## config.mk

```make
export PLATFORM = sky130hd
export DESIGN_NAME = ctpd_timer
export DESIGN_NICKNAME = d
export VERILOG_FILES = /design/src/rtl/ctpd_pkg.sv /design/src/rtl/ctpd_timer.sv /design/src/rtl/ctpd_unit.sv
export VERILOG_INCLUDE_DIRS = /design/src /design/src/rtl
export SDC_FILE = /design/constraint.sdc
export NUM_CORES = 1
export LEC_CHECK = 0
export BUFFER_PORTS_ARGS = -buffer_cell sky130_fd_sc_hd__buf_4
export CORE_UTILIZATION = 52
export DETAILED_ROUTE_END_ITERATION = 12
export GPL_ROUTABILITY_DRIVEN = 1
export PLACE_DENSITY = 0.76
export SETUP_SLACK_MARGIN = 0.1
export SYNTH_ARGS = -nofsm -noshare
export SYNTH_HDL_FRONTEND = slang
export SYNTH_SLANG_ARGS = --single-unit
```

## constraint.sdc

```tcl
create_clock -name mclk -period 2.3 [get_ports mclk]
set_clock_uncertainty 0.2 [all_clocks]
set_input_delay 0.345 -clock mclk [delete_from_list [all_inputs] [get_ports mclk]]
set_output_delay 0.345 -clock mclk [all_outputs]
set_load 0.005 [all_outputs]
```

## src/rtl/ctpd_map.svh

```systemverilog
`ifndef CTPD_MAP_SVH
`define CTPD_MAP_SVH
// ************************************************************
// Register map and field layout
// ************************************************************
`define CTPD_UNITS      2
`define CTPD_CNT_W      8
`define CTPD_BUS_W      32
`define CTPD_ADDR_W     5
`define CTPD_UNIT_BIT   4
`define CTPD_REG_CTRL   4'h0
`define CTPD_REG_PERIOD 4'h4
`define CTPD_REG_DUTY   4'h8
`define CTPD_REG_COUNT  4'hc
`define CTPD_FF_BIT     7
`define CTPD_CKS_HI     6
`define CTPD_CKS_LO     4
`define CTPD_RUN_BIT    3
`define CTPD_MODE_HI    2
`define CTPD_MODE_LO    0
`define CTPD_WIDE_BIT   2
`define CTPD_CTRL_RST   8'h00
`define CTPD_PER_RST    8'h00
// ************************************************************
// Mode and clock select codes
// ************************************************************
`define CTPD_MD_TMR     3'h0
`define CTPD_MD_DIV     3'h1
`define CTPD_MD_PWM     3'h2
`define CTPD_MD_T16     3'h4
`define CTPD_CK_D11     3'h0
`define CTPD_CK_D7      3'h1
`define CTPD_CK_D5      3'h2
`define CTPD_CK_D3      3'h3
`define CTPD_CK_D1      3'h5
`define CTPD_CK_D0      3'h6
`define CTPD_CK_PIN     3'h7
`define CTPD_PRE_W      11
`define CTPD_TAP_D7     7
`define CTPD_TAP_D5     5
`define CTPD_TAP_D3     3
`endif

```

## src/rtl/ctpd_pkg.sv

```systemverilog
`include "ctpd_map.svh"
package ctpd_pkg;
   typedef enum logic [4:0]
   {
      UM_IDLE   = 5'h01,
      UM_PERIOD = 5'h02,
      UM_DIV    = 5'h04,
      UM_PWM    = 5'h08,
      UM_CASC   = 5'h10
   } ctpd_umode_t;
   typedef enum logic [1:0]
   {
      BUS_IDLE  = 2'h1,
      BUS_RDATA = 2'h2
   } ctpd_bus_t;
endpackage : ctpd_pkg

```

## src/rtl/ctpd_timer.sv

```systemverilog
// Local design decisions: the Avalon-MM register port and the register offsets.
`timescale 1ns/1ps
`include "ctpd_map.svh"
module ctpd_timer
   import ctpd_pkg::*;
#(
   parameter int W = `CTPD_CNT_W
)(
   input  wire logic                        mclk,
   input  wire logic                        rst_b,
   input  wire logic [`CTPD_ADDR_W-1:0]     avs_address,
   input  wire logic                        avs_read,
   input  wire logic                        avs_write,
   input  wire logic [`CTPD_BUS_W-1:0]      avs_writedata,
   output logic      [`CTPD_BUS_W-1:0]      avs_readdata,
   output logic                             avs_waitrequest,
   input  wire logic [`CTPD_UNITS-1:0]      event_input_pin,
   output logic      [`CTPD_UNITS-1:0]      divider_output_pin,
   output logic      [`CTPD_UNITS-1:0]      pwm_output_pin,
   output logic      [`CTPD_UNITS-1:0]      match_interrupt
);
   localparam int NU = `CTPD_UNITS;

   logic [W-1:0]            ctrl       [NU];
   logic [W-1:0]            next_ctrl  [NU];
   logic [W-1:0]            per        [NU];
   logic [W-1:0]            next_per   [NU];
   logic [W-1:0]            cnt        [NU];
   logic [W-1:0]            duty_act   [NU];
   logic [W-1:0]            duty_hold  [NU];
   ctpd_umode_t             umode      [NU];
   logic [NU-1:0]           run;
   logic [NU-1:0]           tick;
   logic [NU-1:0]           own_tick;
   logic [NU-1:0]           ovf;
   logic [NU-1:0]           ff;
   logic [NU-1:0]           irq_unit;
   logic [NU-1:0]           ff_load;
   logic [NU-1:0]           duty_wr;
   logic [NU-1:0]           wr_ctrl;
   logic [NU-1:0]           ev_prev;
   logic [NU-1:0]           next_ev_prev;
   logic [NU-1:0]           fall;
   logic [`CTPD_PRE_W-1:0]  pre;
   logic [`CTPD_PRE_W-1:0]  next_pre;
   ctpd_bus_t               bus_st;
   ctpd_bus_t               next_bus_st;
   logic [`CTPD_BUS_W-1:0]  rdata;
   logic [`CTPD_BUS_W-1:0]  next_rdata;
   logic [`CTPD_BUS_W-1:0]  rd_mux;
   logic                    sel_u;
   logic [`CTPD_UNIT_BIT-1:0] reg_ofs;
   logic                    wide;
   logic                    wide_tmr;
   logic                    match16;

   // ************************************************************
   // Clock source selection
   // ************************************************************
   function automatic logic ctpd_tick(input logic [2:0]             cks,
                                      input logic [`CTPD_PRE_W-1:0] p,
                                      input logic                   f);
      logic t;
      t = 1'b0;
      case (cks)
         `CTPD_CK_D11: t = &p;
         `CTPD_CK_D7:  t = &p[`CTPD_TAP_D7-1:0];
         `CTPD_CK_D5:  t = &p[`CTPD_TAP_D5-1:0];
         `CTPD_CK_D3:  t = &p[`CTPD_TAP_D3-1:0];
         `CTPD_CK_D1:  t = p[0];
         `CTPD_CK_D0:  t = 1'b1;
         `CTPD_CK_PIN: t = f;
         default:      t = 1'b0;
      endcase
      return t;
   endfunction : ctpd_tick

   // The pin is taken as synchronous, so one register is enough for edges.
   assign fall = ev_prev & ~event_input_pin;

   always_comb
   begin
      next_pre     = `CTPD_PRE_W'(pre + 1'b1);
      next_ev_prev = event_input_pin;
   end

   always_ff @(posedge mclk or negedge rst_b)
   begin
      if (!rst_b)
      begin
         pre     <= '0;
         ev_prev <= '0;
      end
      else
      begin
         pre     <= next_pre;
         ev_prev <= next_ev_prev;
      end
   end

   // ************************************************************
   // Avalon-MM slave
   // ************************************************************
   assign sel_u           = avs_address[`CTPD_UNIT_BIT];
   assign reg_ofs         = avs_address[`CTPD_UNIT_BIT-1:0];
   assign avs_waitrequest = avs_read & (bus_st == BUS_IDLE);
   assign avs_readdata    = rdata;

   always_comb
   begin
      case (reg_ofs)
         `CTPD_REG_CTRL:   rd_mux = `CTPD_BUS_W'(ctrl[sel_u]);
         `CTPD_REG_PERIOD: rd_mux = `CTPD_BUS_W'(per[sel_u]);
         `CTPD_REG_DUTY:   rd_mux = `CTPD_BUS_W'(duty_hold[sel_u]);
         `CTPD_REG_COUNT:  rd_mux = `CTPD_BUS_W'(cnt[sel_u]);
         default:          rd_mux = '0;
      endcase
   end

   always_comb
   begin
      next_bus_st = bus_st;
      next_rdata  = rdata;
      unique case (bus_st)
         BUS_IDLE:
         begin
            if (avs_read)
            begin
               next_bus_st = BUS_RDATA;
               next_rdata  = rd_mux;
            end
         end
         BUS_RDATA:
            next_bus_st = BUS_IDLE;
         default:
            next_bus_st = BUS_IDLE;
      endcase
   end

   always_ff @(posedge mclk or negedge rst_b)
   begin
      if (!rst_b)
      begin
         bus_st <= BUS_IDLE;
         rdata  <= '0;
      end
      else
      begin
         bus_st <= next_bus_st;
         rdata  <= next_rdata;
      end
   end

   // ************************************************************
   // Control and period registers
   // ************************************************************
   always_comb
   begin
      for (int i = 0; i < NU; i++)
      begin
         next_ctrl[i] = ctrl[i];
         next_per[i]  = per[i];
         if (wr_ctrl[i])
            next_ctrl[i] = avs_writedata[W-1:0];
         if (avs_write && sel_u == 1'(i) && reg_ofs == `CTPD_REG_PERIOD)
            next_per[i] = avs_writedata[W-1:0];
      end
   end

   always_ff @(posedge mclk or negedge rst_b)
   begin
      if (!rst_b)
      begin
         for (int i = 0; i < NU; i++)
         begin
            ctrl[i] <= `CTPD_CTRL_RST;
            per[i]  <= `CTPD_PER_RST;
         end
      end
      else
      begin
         for (int i = 0; i < NU; i++)
         begin
            ctrl[i] <= next_ctrl[i];
            per[i]  <= next_per[i];
         end
      end
   end

   // ************************************************************
   // Cascade control
   // ************************************************************
   assign wide     = ctrl[1][`CTPD_WIDE_BIT];
   assign wide_tmr = ctrl[1][`CTPD_MODE_HI:`CTPD_MODE_LO] == `CTPD_MD_T16;
   assign match16  = run[1] & wide_tmr
                     & ({cnt[1], cnt[0]} == {per[1], per[0]});
   assign match_interrupt = {irq_unit[1] | match16, irq_unit[0]};

   // ************************************************************
   // Counter units
   // ************************************************************
   genvar u;
   generate
      for (u = 0; u < NU; u++)
      begin : g_unit
         assign wr_ctrl[u]  = avs_write & (sel_u == 1'(u)) & (reg_ofs == `CTPD_REG_CTRL);
         assign duty_wr[u]  = avs_write & (sel_u == 1'(u)) & (reg_ofs == `CTPD_REG_DUTY);
         // A stopping write does not preset the flip-flop; only a write seen while stopped presets it.
         assign ff_load[u]  = wr_ctrl[u] & ~ctrl[u][`CTPD_RUN_BIT];
         assign own_tick[u] = ctpd_tick(ctrl[u][`CTPD_CKS_HI:`CTPD_CKS_LO], pre, fall[u]);
         assign divider_output_pin[u] = ~ff[u];
         assign pwm_output_pin[u]     = ~ff[u];

         always_comb
         begin
            if (wide)
               umode[u] = UM_CASC;
            else
            begin
               case (ctrl[u][`CTPD_MODE_HI:`CTPD_MODE_LO])
                  `CTPD_MD_TMR: umode[u] = UM_PERIOD;
                  `CTPD_MD_DIV: umode[u] = UM_DIV;
                  `CTPD_MD_PWM: umode[u] = UM_PWM;
                  default:      umode[u] = UM_IDLE;
               endcase
            end
         end

         if (u == 0)
         begin : g_lo
            assign tick[u] = own_tick[u];
            assign run[u]  = wide ? ctrl[1][`CTPD_RUN_BIT] : ctrl[0][`CTPD_RUN_BIT];
         end
         else
         begin : g_hi
            assign tick[u] = wide ? ovf[0] : own_tick[u];
            assign run[u]  = ctrl[u][`CTPD_RUN_BIT];
         end

         ctpd_unit #(.W(W)) u_cnt (
            .mclk       (mclk),
            .rst_b      (rst_b),
            .tick       (tick[u]),
            .run        (run[u]),
            .umode      (umode[u]),
            .period     (per[u]),
            .ext_clr    (match16),
            .ff_load    (ff_load[u]),
            .ff_val     (avs_writedata[`CTPD_FF_BIT]),
            .duty_wr    (duty_wr[u]),
            .duty_wdata (avs_writedata[W-1:0]),
            .count      (cnt[u]),
            .ff         (ff[u]),
            .duty_act   (duty_act[u]),
            .duty_hold  (duty_hold[u]),
            .ovf        (ovf[u]),
            .match_irq  (irq_unit[u])
         );
      end
   endgenerate
endmodule : ctpd_timer

```

## src/rtl/ctpd_unit.sv

```systemverilog
`timescale 1ns/1ps
`include "ctpd_map.svh"
module ctpd_unit
   import ctpd_pkg::*;
#(
   parameter int W = `CTPD_CNT_W
)(
   input  wire logic         mclk,
   input  wire logic         rst_b,
   input  wire logic         tick,
   input  wire logic         run,
   input  wire ctpd_umode_t  umode,
   input  wire logic [W-1:0] period,
   input  wire logic         ext_clr,
   input  wire logic         ff_load,
   input  wire logic         ff_val,
   input  wire logic         duty_wr,
   input  wire logic [W-1:0] duty_wdata,
   output logic      [W-1:0] count,
   output logic              ff,
   output logic      [W-1:0] duty_act,
   output logic      [W-1:0] duty_hold,
   output logic              ovf,
   output logic              match_irq
);
   logic [W-1:0] next_count;
   logic [W-1:0] next_duty_act;
   logic [W-1:0] next_duty_hold;
   logic         next_ff;
   logic         period_eq;
   logic         duty_hit;
   logic         pwm_ovf;

   // ************************************************************
   // Compare and overflow events
   // ************************************************************
   assign ovf       = run & tick & (count == {W{1'b1}});
   assign period_eq = run & ((umode == UM_PERIOD) | (umode == UM_DIV))
                      & (count == period);
   assign duty_hit  = run & (umode == UM_PWM) & tick
                      & (W'(count + 1'b1) == duty_act);
   assign pwm_ovf   = (umode == UM_PWM) & ovf;
   assign match_irq = period_eq | pwm_ovf;

   // ************************************************************
   // Counter, output flip-flop and duty stages
   // ************************************************************
   always_comb
   begin
      next_count     = count;
      next_ff        = ff;
      next_duty_hold = duty_hold;
      next_duty_act  = duty_act;
      if (!run || ext_clr || period_eq)
         next_count = '0;
      else if (tick)
         next_count = W'(count + 1'b1);
      // Presets are only offered while stopped, so a stopping write moves the pin only if a toggle falls due in the same cycle.
      if (ff_load)
         next_ff = ff_val;
      else if ((period_eq && umode == UM_DIV) || duty_hit || pwm_ovf)
         next_ff = ~ff;
      if (duty_wr)
         next_duty_hold = duty_wdata;
      // A write landing on the overflow cycle moves the older holding value.
      if (pwm_ovf || !run)
         next_duty_act = duty_hold;
   end

   always_ff @(posedge mclk or negedge rst_b)
   begin
      if (!rst_b)
      begin
         count     <= '0;
         ff        <= 1'b0;
         duty_hold <= '0;
         duty_act  <= '0;
      end
      else
      begin
         count     <= next_count;
         ff        <= next_ff;
         duty_hold <= next_duty_hold;
         duty_act  <= next_duty_act;
      end
   end
endmodule : ctpd_unit

```

==> impl_metrics.env, run 1 <==
export IMPL_status="finished with violations"
export IMPL_violations="setup timing"
export IMPL_vias=4557
export IMPL_io_buffers=33
export IMPL_core_um2=10900
export IMPL_clock_path_buffers=2
export IMPL_r2r_start="pre[0]"
export IMPL_cts_root_buf="clkbuf_8"
export IMPL_drt_iter0_drc=366
export IMPL_grt_pass1_vias=4552
export IMPL_critPathLaunch="pre[0]"
export IMPL_ys_flop_type="dfrtp_1"
export IMPL_p_total_mw=5.32
export IMPL_clock_latency_ns=0.38
export IMPL_seq_area_frac_synth_pct=45.2
export IMPL_finalHoldViolations=0
export IMPL_start_kind="register"
export IMPL_grt_max_degree=47
export IMPL_hold_slack_ns=0.0526
export IMPL_slew_headroom_pct=58.5
export IMPL_diodes=0
export IMPL_cts_buffers=9
export IMPL_p_per_area_nw_per_um2=738
export IMPL_finalNonFillerCells=787
export IMPL_path_cells="ha_4 > nand3_4 > inv_4 > ha_4 > nor3_4 > a311oi_2 > a311oi_2 > nor2_2 > nand4_1 > o21ai_1 > buf_4"
export IMPL_ys_ff_latch=105
export IMPL_min_period_ns=2.83
export IMPL_vias_per_cell=5.79
export IMPL_yosys_warnings=0
export IMPL_layout_commonest_cell="buf_4"
export IMPL_crit_fanout=4
export IMPL_crit_type="reg -> out"
export IMPL_area_growth_pct=23.9
export IMPL_drt_total_wl_mm=14.9
export IMPL_path_buf_inv=2
export IMPL_num_rows=38
export IMPL_die_w_um=108
export IMPL_die_area_um2=11600
export IMPL_synth_edff_count=0
export IMPL_maxCapViolCount=0
export IMPL_top_level_ports=82
export IMPL_hp_class="in -> reg"
export IMPL_worstMarginPinSlew_ns=0.618
export IMPL_antenna_found_initial=0
export IMPL_syn_avg_cell_area_um2=10.8
export IMPL_fin_crit_sh_pct=123
export IMPL_arrival_ns=2.29
export IMPL_leakage_nw=3.33
export IMPL_wl_per_cell_um=19.0
export IMPL_netlist_area_um2=5820
export IMPL_min_from="avs_writedata[6]"
export IMPL_cp_required_ns=1.75
export IMPL_first_pass_iters=5
export IMPL_place_inst=752
export IMPL_die_h_um=108
export IMPL_finalWorstSetupSlack_ns=-0.532
export IMPL_drtAntennaViolNets=0
export IMPL_setup_viol=34
export IMPL_htree_levels=3
export IMPL_layout_common_cells="buf_4 (103), dfrtp_1 (100), mux2_2 (45)"
export IMPL_drc=0
export IMPL_max_stage_delay_ns=0.42
export IMPL_crit_slowest_cell="dfrtp_1"
export IMPL_pre_cts_ws_ns=-0.294
export IMPL_drive_gt1_share_pct=37.9
export IMPL_clkTransAtPathRegs_ns=0.09
export IMPL_final_nets=690
export IMPL_netlist_instances=536
export IMPL_drv_slew=0
export IMPL_gr_usage_all_layers_pct=26.7
export IMPL_start_util_pct=53.4
export IMPL_ir_drop_v=0.000430
export IMPL_critPathCaptureType="primary output"
export IMPL_yosys_cell_types_count=62
export IMPL_tns_ns=-6.41
export IMPL_grt_pass1_wl_mm=23.4
export IMPL_cts_tree="done"
export IMPL_rsz0062_at_grt="true"
export IMPL_cpLargestDelayFamily="compound AO/OA/AOI/OAI gates"
export IMPL_async_reset_ff_share_pct=100
export IMPL_dp_hpwl_mm=10.5
export IMPL_cts_sinks=105
export IMPL_gr_total_overflow=0
export IMPL_gp_congestion=0.918
export IMPL_max_freq_mhz=353
Yosys cell counts, drive strengths merged, types with 14 or more instances:
cell type  number  area (um2)
xnor2          35         307
xor2           23         201
dfrtp         104        2600
nand2          45         179
mux2           61         717
mux2i          23         230
o21ai          18        90.1
nand3          16         103
inv            14        52.6
buf            40         278
nor2           33         141
worst register-to-register path, stage by stage (launching register included):
cell and delay, ns:
dfrtp_1 0.40, ha_4 0.17, nand3_4 0.09, buf_4 0.16, o31ai_2 0.28, a311oi_2 0.19, nor2_2 0.21, nand4_1 0.15
buf_4 0.19, nand2_8 0.11, mux2_4 0.32
cell type report:
type | count | area [um2]
Timing Repair Buffer | 122 | 1020
Clock inverter | 3 | 25.0
Inverter | 14 | 55.1
Fill cell | 799 | 3680
Clock buffer | 13 | 149
Tap cell | 140 | 175
Multi-Input combinational cell | 390 | 3150
Sequential cell | 105 | 2630
worst paths after layout:
check,end,slack (ns),depth (start not counted)
setup / recovery,match_interrupt[1],-0.53,11
max in group asynchronous,g_unit[1].u_cnt.count[1],0.95,3
setup reg to reg,g_unit[1].u_cnt.duty_act[7],-0.28,10
hold reg to reg,avs_readdata[4],0.29,2
hold / removal,ctrl[14],0.05,2
min in group asynchronous,g_unit[0].u_cnt.ff,0.34,2
registers in the layout, summed over array words and instances (netlist names):
register,cells
avs_readdata,8
g_unit.u_cnt.duty_act,16
ev_prev,2
g_unit.u_cnt.ff,2
ctrl,16
per,16
pre,11
bus_st,2
g_unit.u_cnt.duty_hold,16
g_unit.u_cnt.count,16
kinds of logic after synthesis:
family | after synthesis | synth area share, %
other | 1 | 0.0645
flip-flops | 105 | 45.2
XOR/XNOR | 58 | 8.73
multiplexers | 84 | 16.3
buffers and inverters | 64 | 6.33
adder cells (fa/ha/maj) | 5 | 1.08
AO/OA/AOI/OAI | 71 | 8.63
AND/OR/NAND/NOR | 148 | 13.7
power breakdown:
group	total, mW	internal [mW]	switching [mW]
logic	1.74	0.966	0.775
registers	2.52	2.18	0.336
clock network	1.06	0.432	0.627
total	5.32	3.58	1.74
stage by stage:
stage | cell area, um2 | utilization [%]
global placement | 6610 | 60.7
floorplan | 5920 | -
global route | 7200 | 66.2
finish | 7200 | 66.2
CTS | 7080 | 65.0
detailed placement | 6610 | 60.7
per-layer routing:
metal	up-vias	track usage [%]	wire [um]
li1	2053	-	-
met1	2263	35.3	6240
met2	202	43.8	7220
met3	39	4.66	1010
met4	0	9.69	484
met5	-	0	0
what timing repair did:
item                                   4_1_cts  5_1_grt
hold buffers                                 3        0
setup endpoints to repair                   36       36
gates resized for setup                     45       18
pin swaps                                   29       29
endpoints found under the hold margin       45        0
buffers inserted                            12        9
No activity file was read; power rests on OpenSTA's default activity.
==> run 2: changes to the inputs <==
--- a/config.mk
+++ b/config.mk
@@ -7,6 +7,7 @@
 export NUM_CORES = 1
 export LEC_CHECK = 0
 export BUFFER_PORTS_ARGS = -buffer_cell sky130_fd_sc_hd__buf_4
+export CORE_MARGIN = 2
 export CORE_UTILIZATION = 52
 export DETAILED_ROUTE_END_ITERATION = 12
 export GPL_ROUTABILITY_DRIVEN = 1
==> run 2 against run 1 <==
Against the previous run: the flow still finishes with violations (setup timing); total power shrank 0.35%; clock power is essentially flat; utilization shrank 0.51 points; critical endpoint unchanged; die area grew 3.7%; largest cell class unchanged; maximum frequency grew 0.22%; worst hold slack lost 0.00089 ns.
==> impl_metrics.env, run 2 (synthesis gave the netlist of run 1 again) <==
export IMPL_drc=0
export IMPL_layout_commonest_cell="buf_4"
export IMPL_layout_common_cells="buf_4 (107), dfrtp_1 (98), mux2_2 (45)"
export IMPL_crit_slowest_cell="dfrtp_1"
export IMPL_grt_pass1_vias=4623
export IMPL_cts_buffers=9
export IMPL_gp_congestion=0.930
export IMPL_max_stage_delay_ns=0.40
export IMPL_finalHoldViolations=0
export IMPL_arrival_ns=2.28
export IMPL_p_total_mw=5.30
export IMPL_clock_path_buffers=2
export IMPL_worstMarginPinSlew_ns=0.586
export IMPL_gr_usage_all_layers_pct=25.4
export IMPL_core_um2=10900
export IMPL_worst_path_stages=10
export IMPL_dp_hpwl_mm=10.2
export IMPL_cts_tree="done"
export IMPL_place_inst=750
export IMPL_leakage_nw=3.28
export IMPL_drtAntennaViolNets=0
export IMPL_rsz0062_at_grt="true"
export IMPL_path_cells="ha_4 > nand3_4 > buf_4 > nor4_2 > a311oi_2 > buf_4 > nor2_4 > nand4_1 > o21ai_1 > buf_4"
export IMPL_max_freq_mhz=354
export IMPL_final_nets=689
export IMPL_clock_latency_ns=0.38
export IMPL_start_util_pct=53.4
export IMPL_crit_type="reg -> out"
export IMPL_die_area_um2=12000
export IMPL_critPathLaunch="pre[0]"
export IMPL_fillers=830
export IMPL_drt_iter0_drc=385
export IMPL_rr_worst_depth=16
export IMPL_vias_per_cell=5.80
export IMPL_cpLargestDelayFamily="simple AND/OR/NAND/NOR gates"
export IMPL_maxCapViolCount=0
export IMPL_hold_slack_ns=0.0517
export IMPL_drive_gt1_share_pct=38.5
export IMPL_r2r_start="pre[0]"
export IMPL_die_w_um=110
export IMPL_gr_total_overflow=0
export IMPL_violations="setup timing"
export IMPL_ir_drop_v=0.000436
export IMPL_first_pass_iters=6
export IMPL_crit_end="match_interrupt[1]"
export IMPL_cts_sinks=105
export IMPL_min_period_ns=2.83
export IMPL_hp_class="in -> reg"
export IMPL_start_kind="register"
export IMPL_r2r_slack_ns=-0.46
export IMPL_r2r_end="g_unit[1].u_cnt.count[3]"
export IMPL_vias=4559
export IMPL_setup_viol=35
export IMPL_p_per_area_nw_per_um2=741
export IMPL_clkTransAtPathRegs_ns=0.10
export IMPL_slew_headroom_pct=60.9
export IMPL_path_buf_inv=3
export IMPL_crit_top_cell="buf_4"
export IMPL_drv_slew=0
export IMPL_antenna_found_initial=1
export IMPL_top_level_ports=82
export IMPL_num_rows=38
export IMPL_finalNonFillerCells=786
export IMPL_wl_per_cell_um=18.9
export IMPL_critPathCaptureType="primary output"
export IMPL_drt_total_wl_mm=14.8
export IMPL_diodes=0
export IMPL_die_h_um=110
export IMPL_htree_levels=3
export IMPL_holdPathStages=2
export IMPL_crit_fanout=4
export IMPL_cp_required_ns=1.75
export IMPL_cts_root_buf="clkbuf_8"
export IMPL_pre_cts_ws_ns=-0.260
export IMPL_fin_crit_sh_pct=123
export IMPL_area_growth_pct=22.9
export IMPL_status="finished with violations"
export IMPL_grt_max_degree=106
export IMPL_finalWorstSetupSlack_ns=-0.526
export IMPL_io_buffers=33
export IMPL_grt_pass1_wl_mm=23.3
==> run 2: changes by cell type in the layout (fill, tap and decap cells not counted), sizes merged <==
cell / before / now
buf: 119 / 118
clkbuf: 13 / 10
clkinv: 1 / 3
clkinvlp: 1 / 2
==> run 2: what timing repair did <==
action,in CTS,in global routing
hold buffers,3,0
resized for setup,31,29
setup buffers,14,3
endpoints found under the hold margin,106,0
setup endpoints to repair,37,36
pin swaps,20,31
==> run 2: how the worst min path moves through the flow <==
stage / startpoint / end / slack [ns]
2_1_floorplan: rst_b / avs_readdata[0] / -0.15
6_report: avs_writedata[6] / ctrl[14] / 0.05
3_3_place_gp: rst_b / g_unit[0].u_cnt.duty_act[1] / 0.26
5_1_grt: avs_writedata[1] / g_unit[0].u_cnt.duty_hold[1] / 0.05
4_1_cts: avs_writedata[2] / ctrl[2] / 0.04
3_5_place_dp: rst_b / g_unit[0].u_cnt.duty_act[7] / 0.26
==> run 2: layout make-up <==
type                            instances  area [um2]  area share, %
Timing Repair Buffer                  121         975           13.6
Clock inverter                          6        42.5          0.595
Clock buffer                           10         128           1.79
Inverter                               14        52.6          0.735
Multi-Input combinational cell        390        3140           43.9
Tap cell                              140         175           2.45
Sequential cell                       105        2640           36.9
==> run 2: power breakdown <==
part | total, mW | leakage (nW) | switching (mW) | internal [mW]
sequential | 2.53 | 1.34 | 0.346 | 2.18
combinational | 1.71 | 1.85 | 0.750 | 0.960
clock | 1.06 | 0.0827 | 0.664 | 0.397
total | 5.30 | 3.28 | 1.76 | 3.54
==> run 2: per-stage QoR <==
stage | instance area, um2 | setup TNS [ns] | util [%]
2_1_floorplan | 5920 | -1.40 | -
3_3_place_gp | 6570 | -2.97 | 60.3
3_5_place_dp | 6570 | -4.26 | 60.3
4_1_cts | 7000 | -7.46 | 64.3
5_1_grt | 7150 | -12.70 | 65.7
6_report | 7150 | -10.01 | 65.7
==> run 2: metal layers <==
metal | routed length, um | up-vias | GRT usage [%]
met5 | 0 | - | 0
met4 | 263 | 0 | 7.78
met3 | 1020 | 25 | 5.16
met2 | 7220 | 192 | 42.2
met1 | 6320 | 2298 | 33.6
li1 | - | 2044 | -
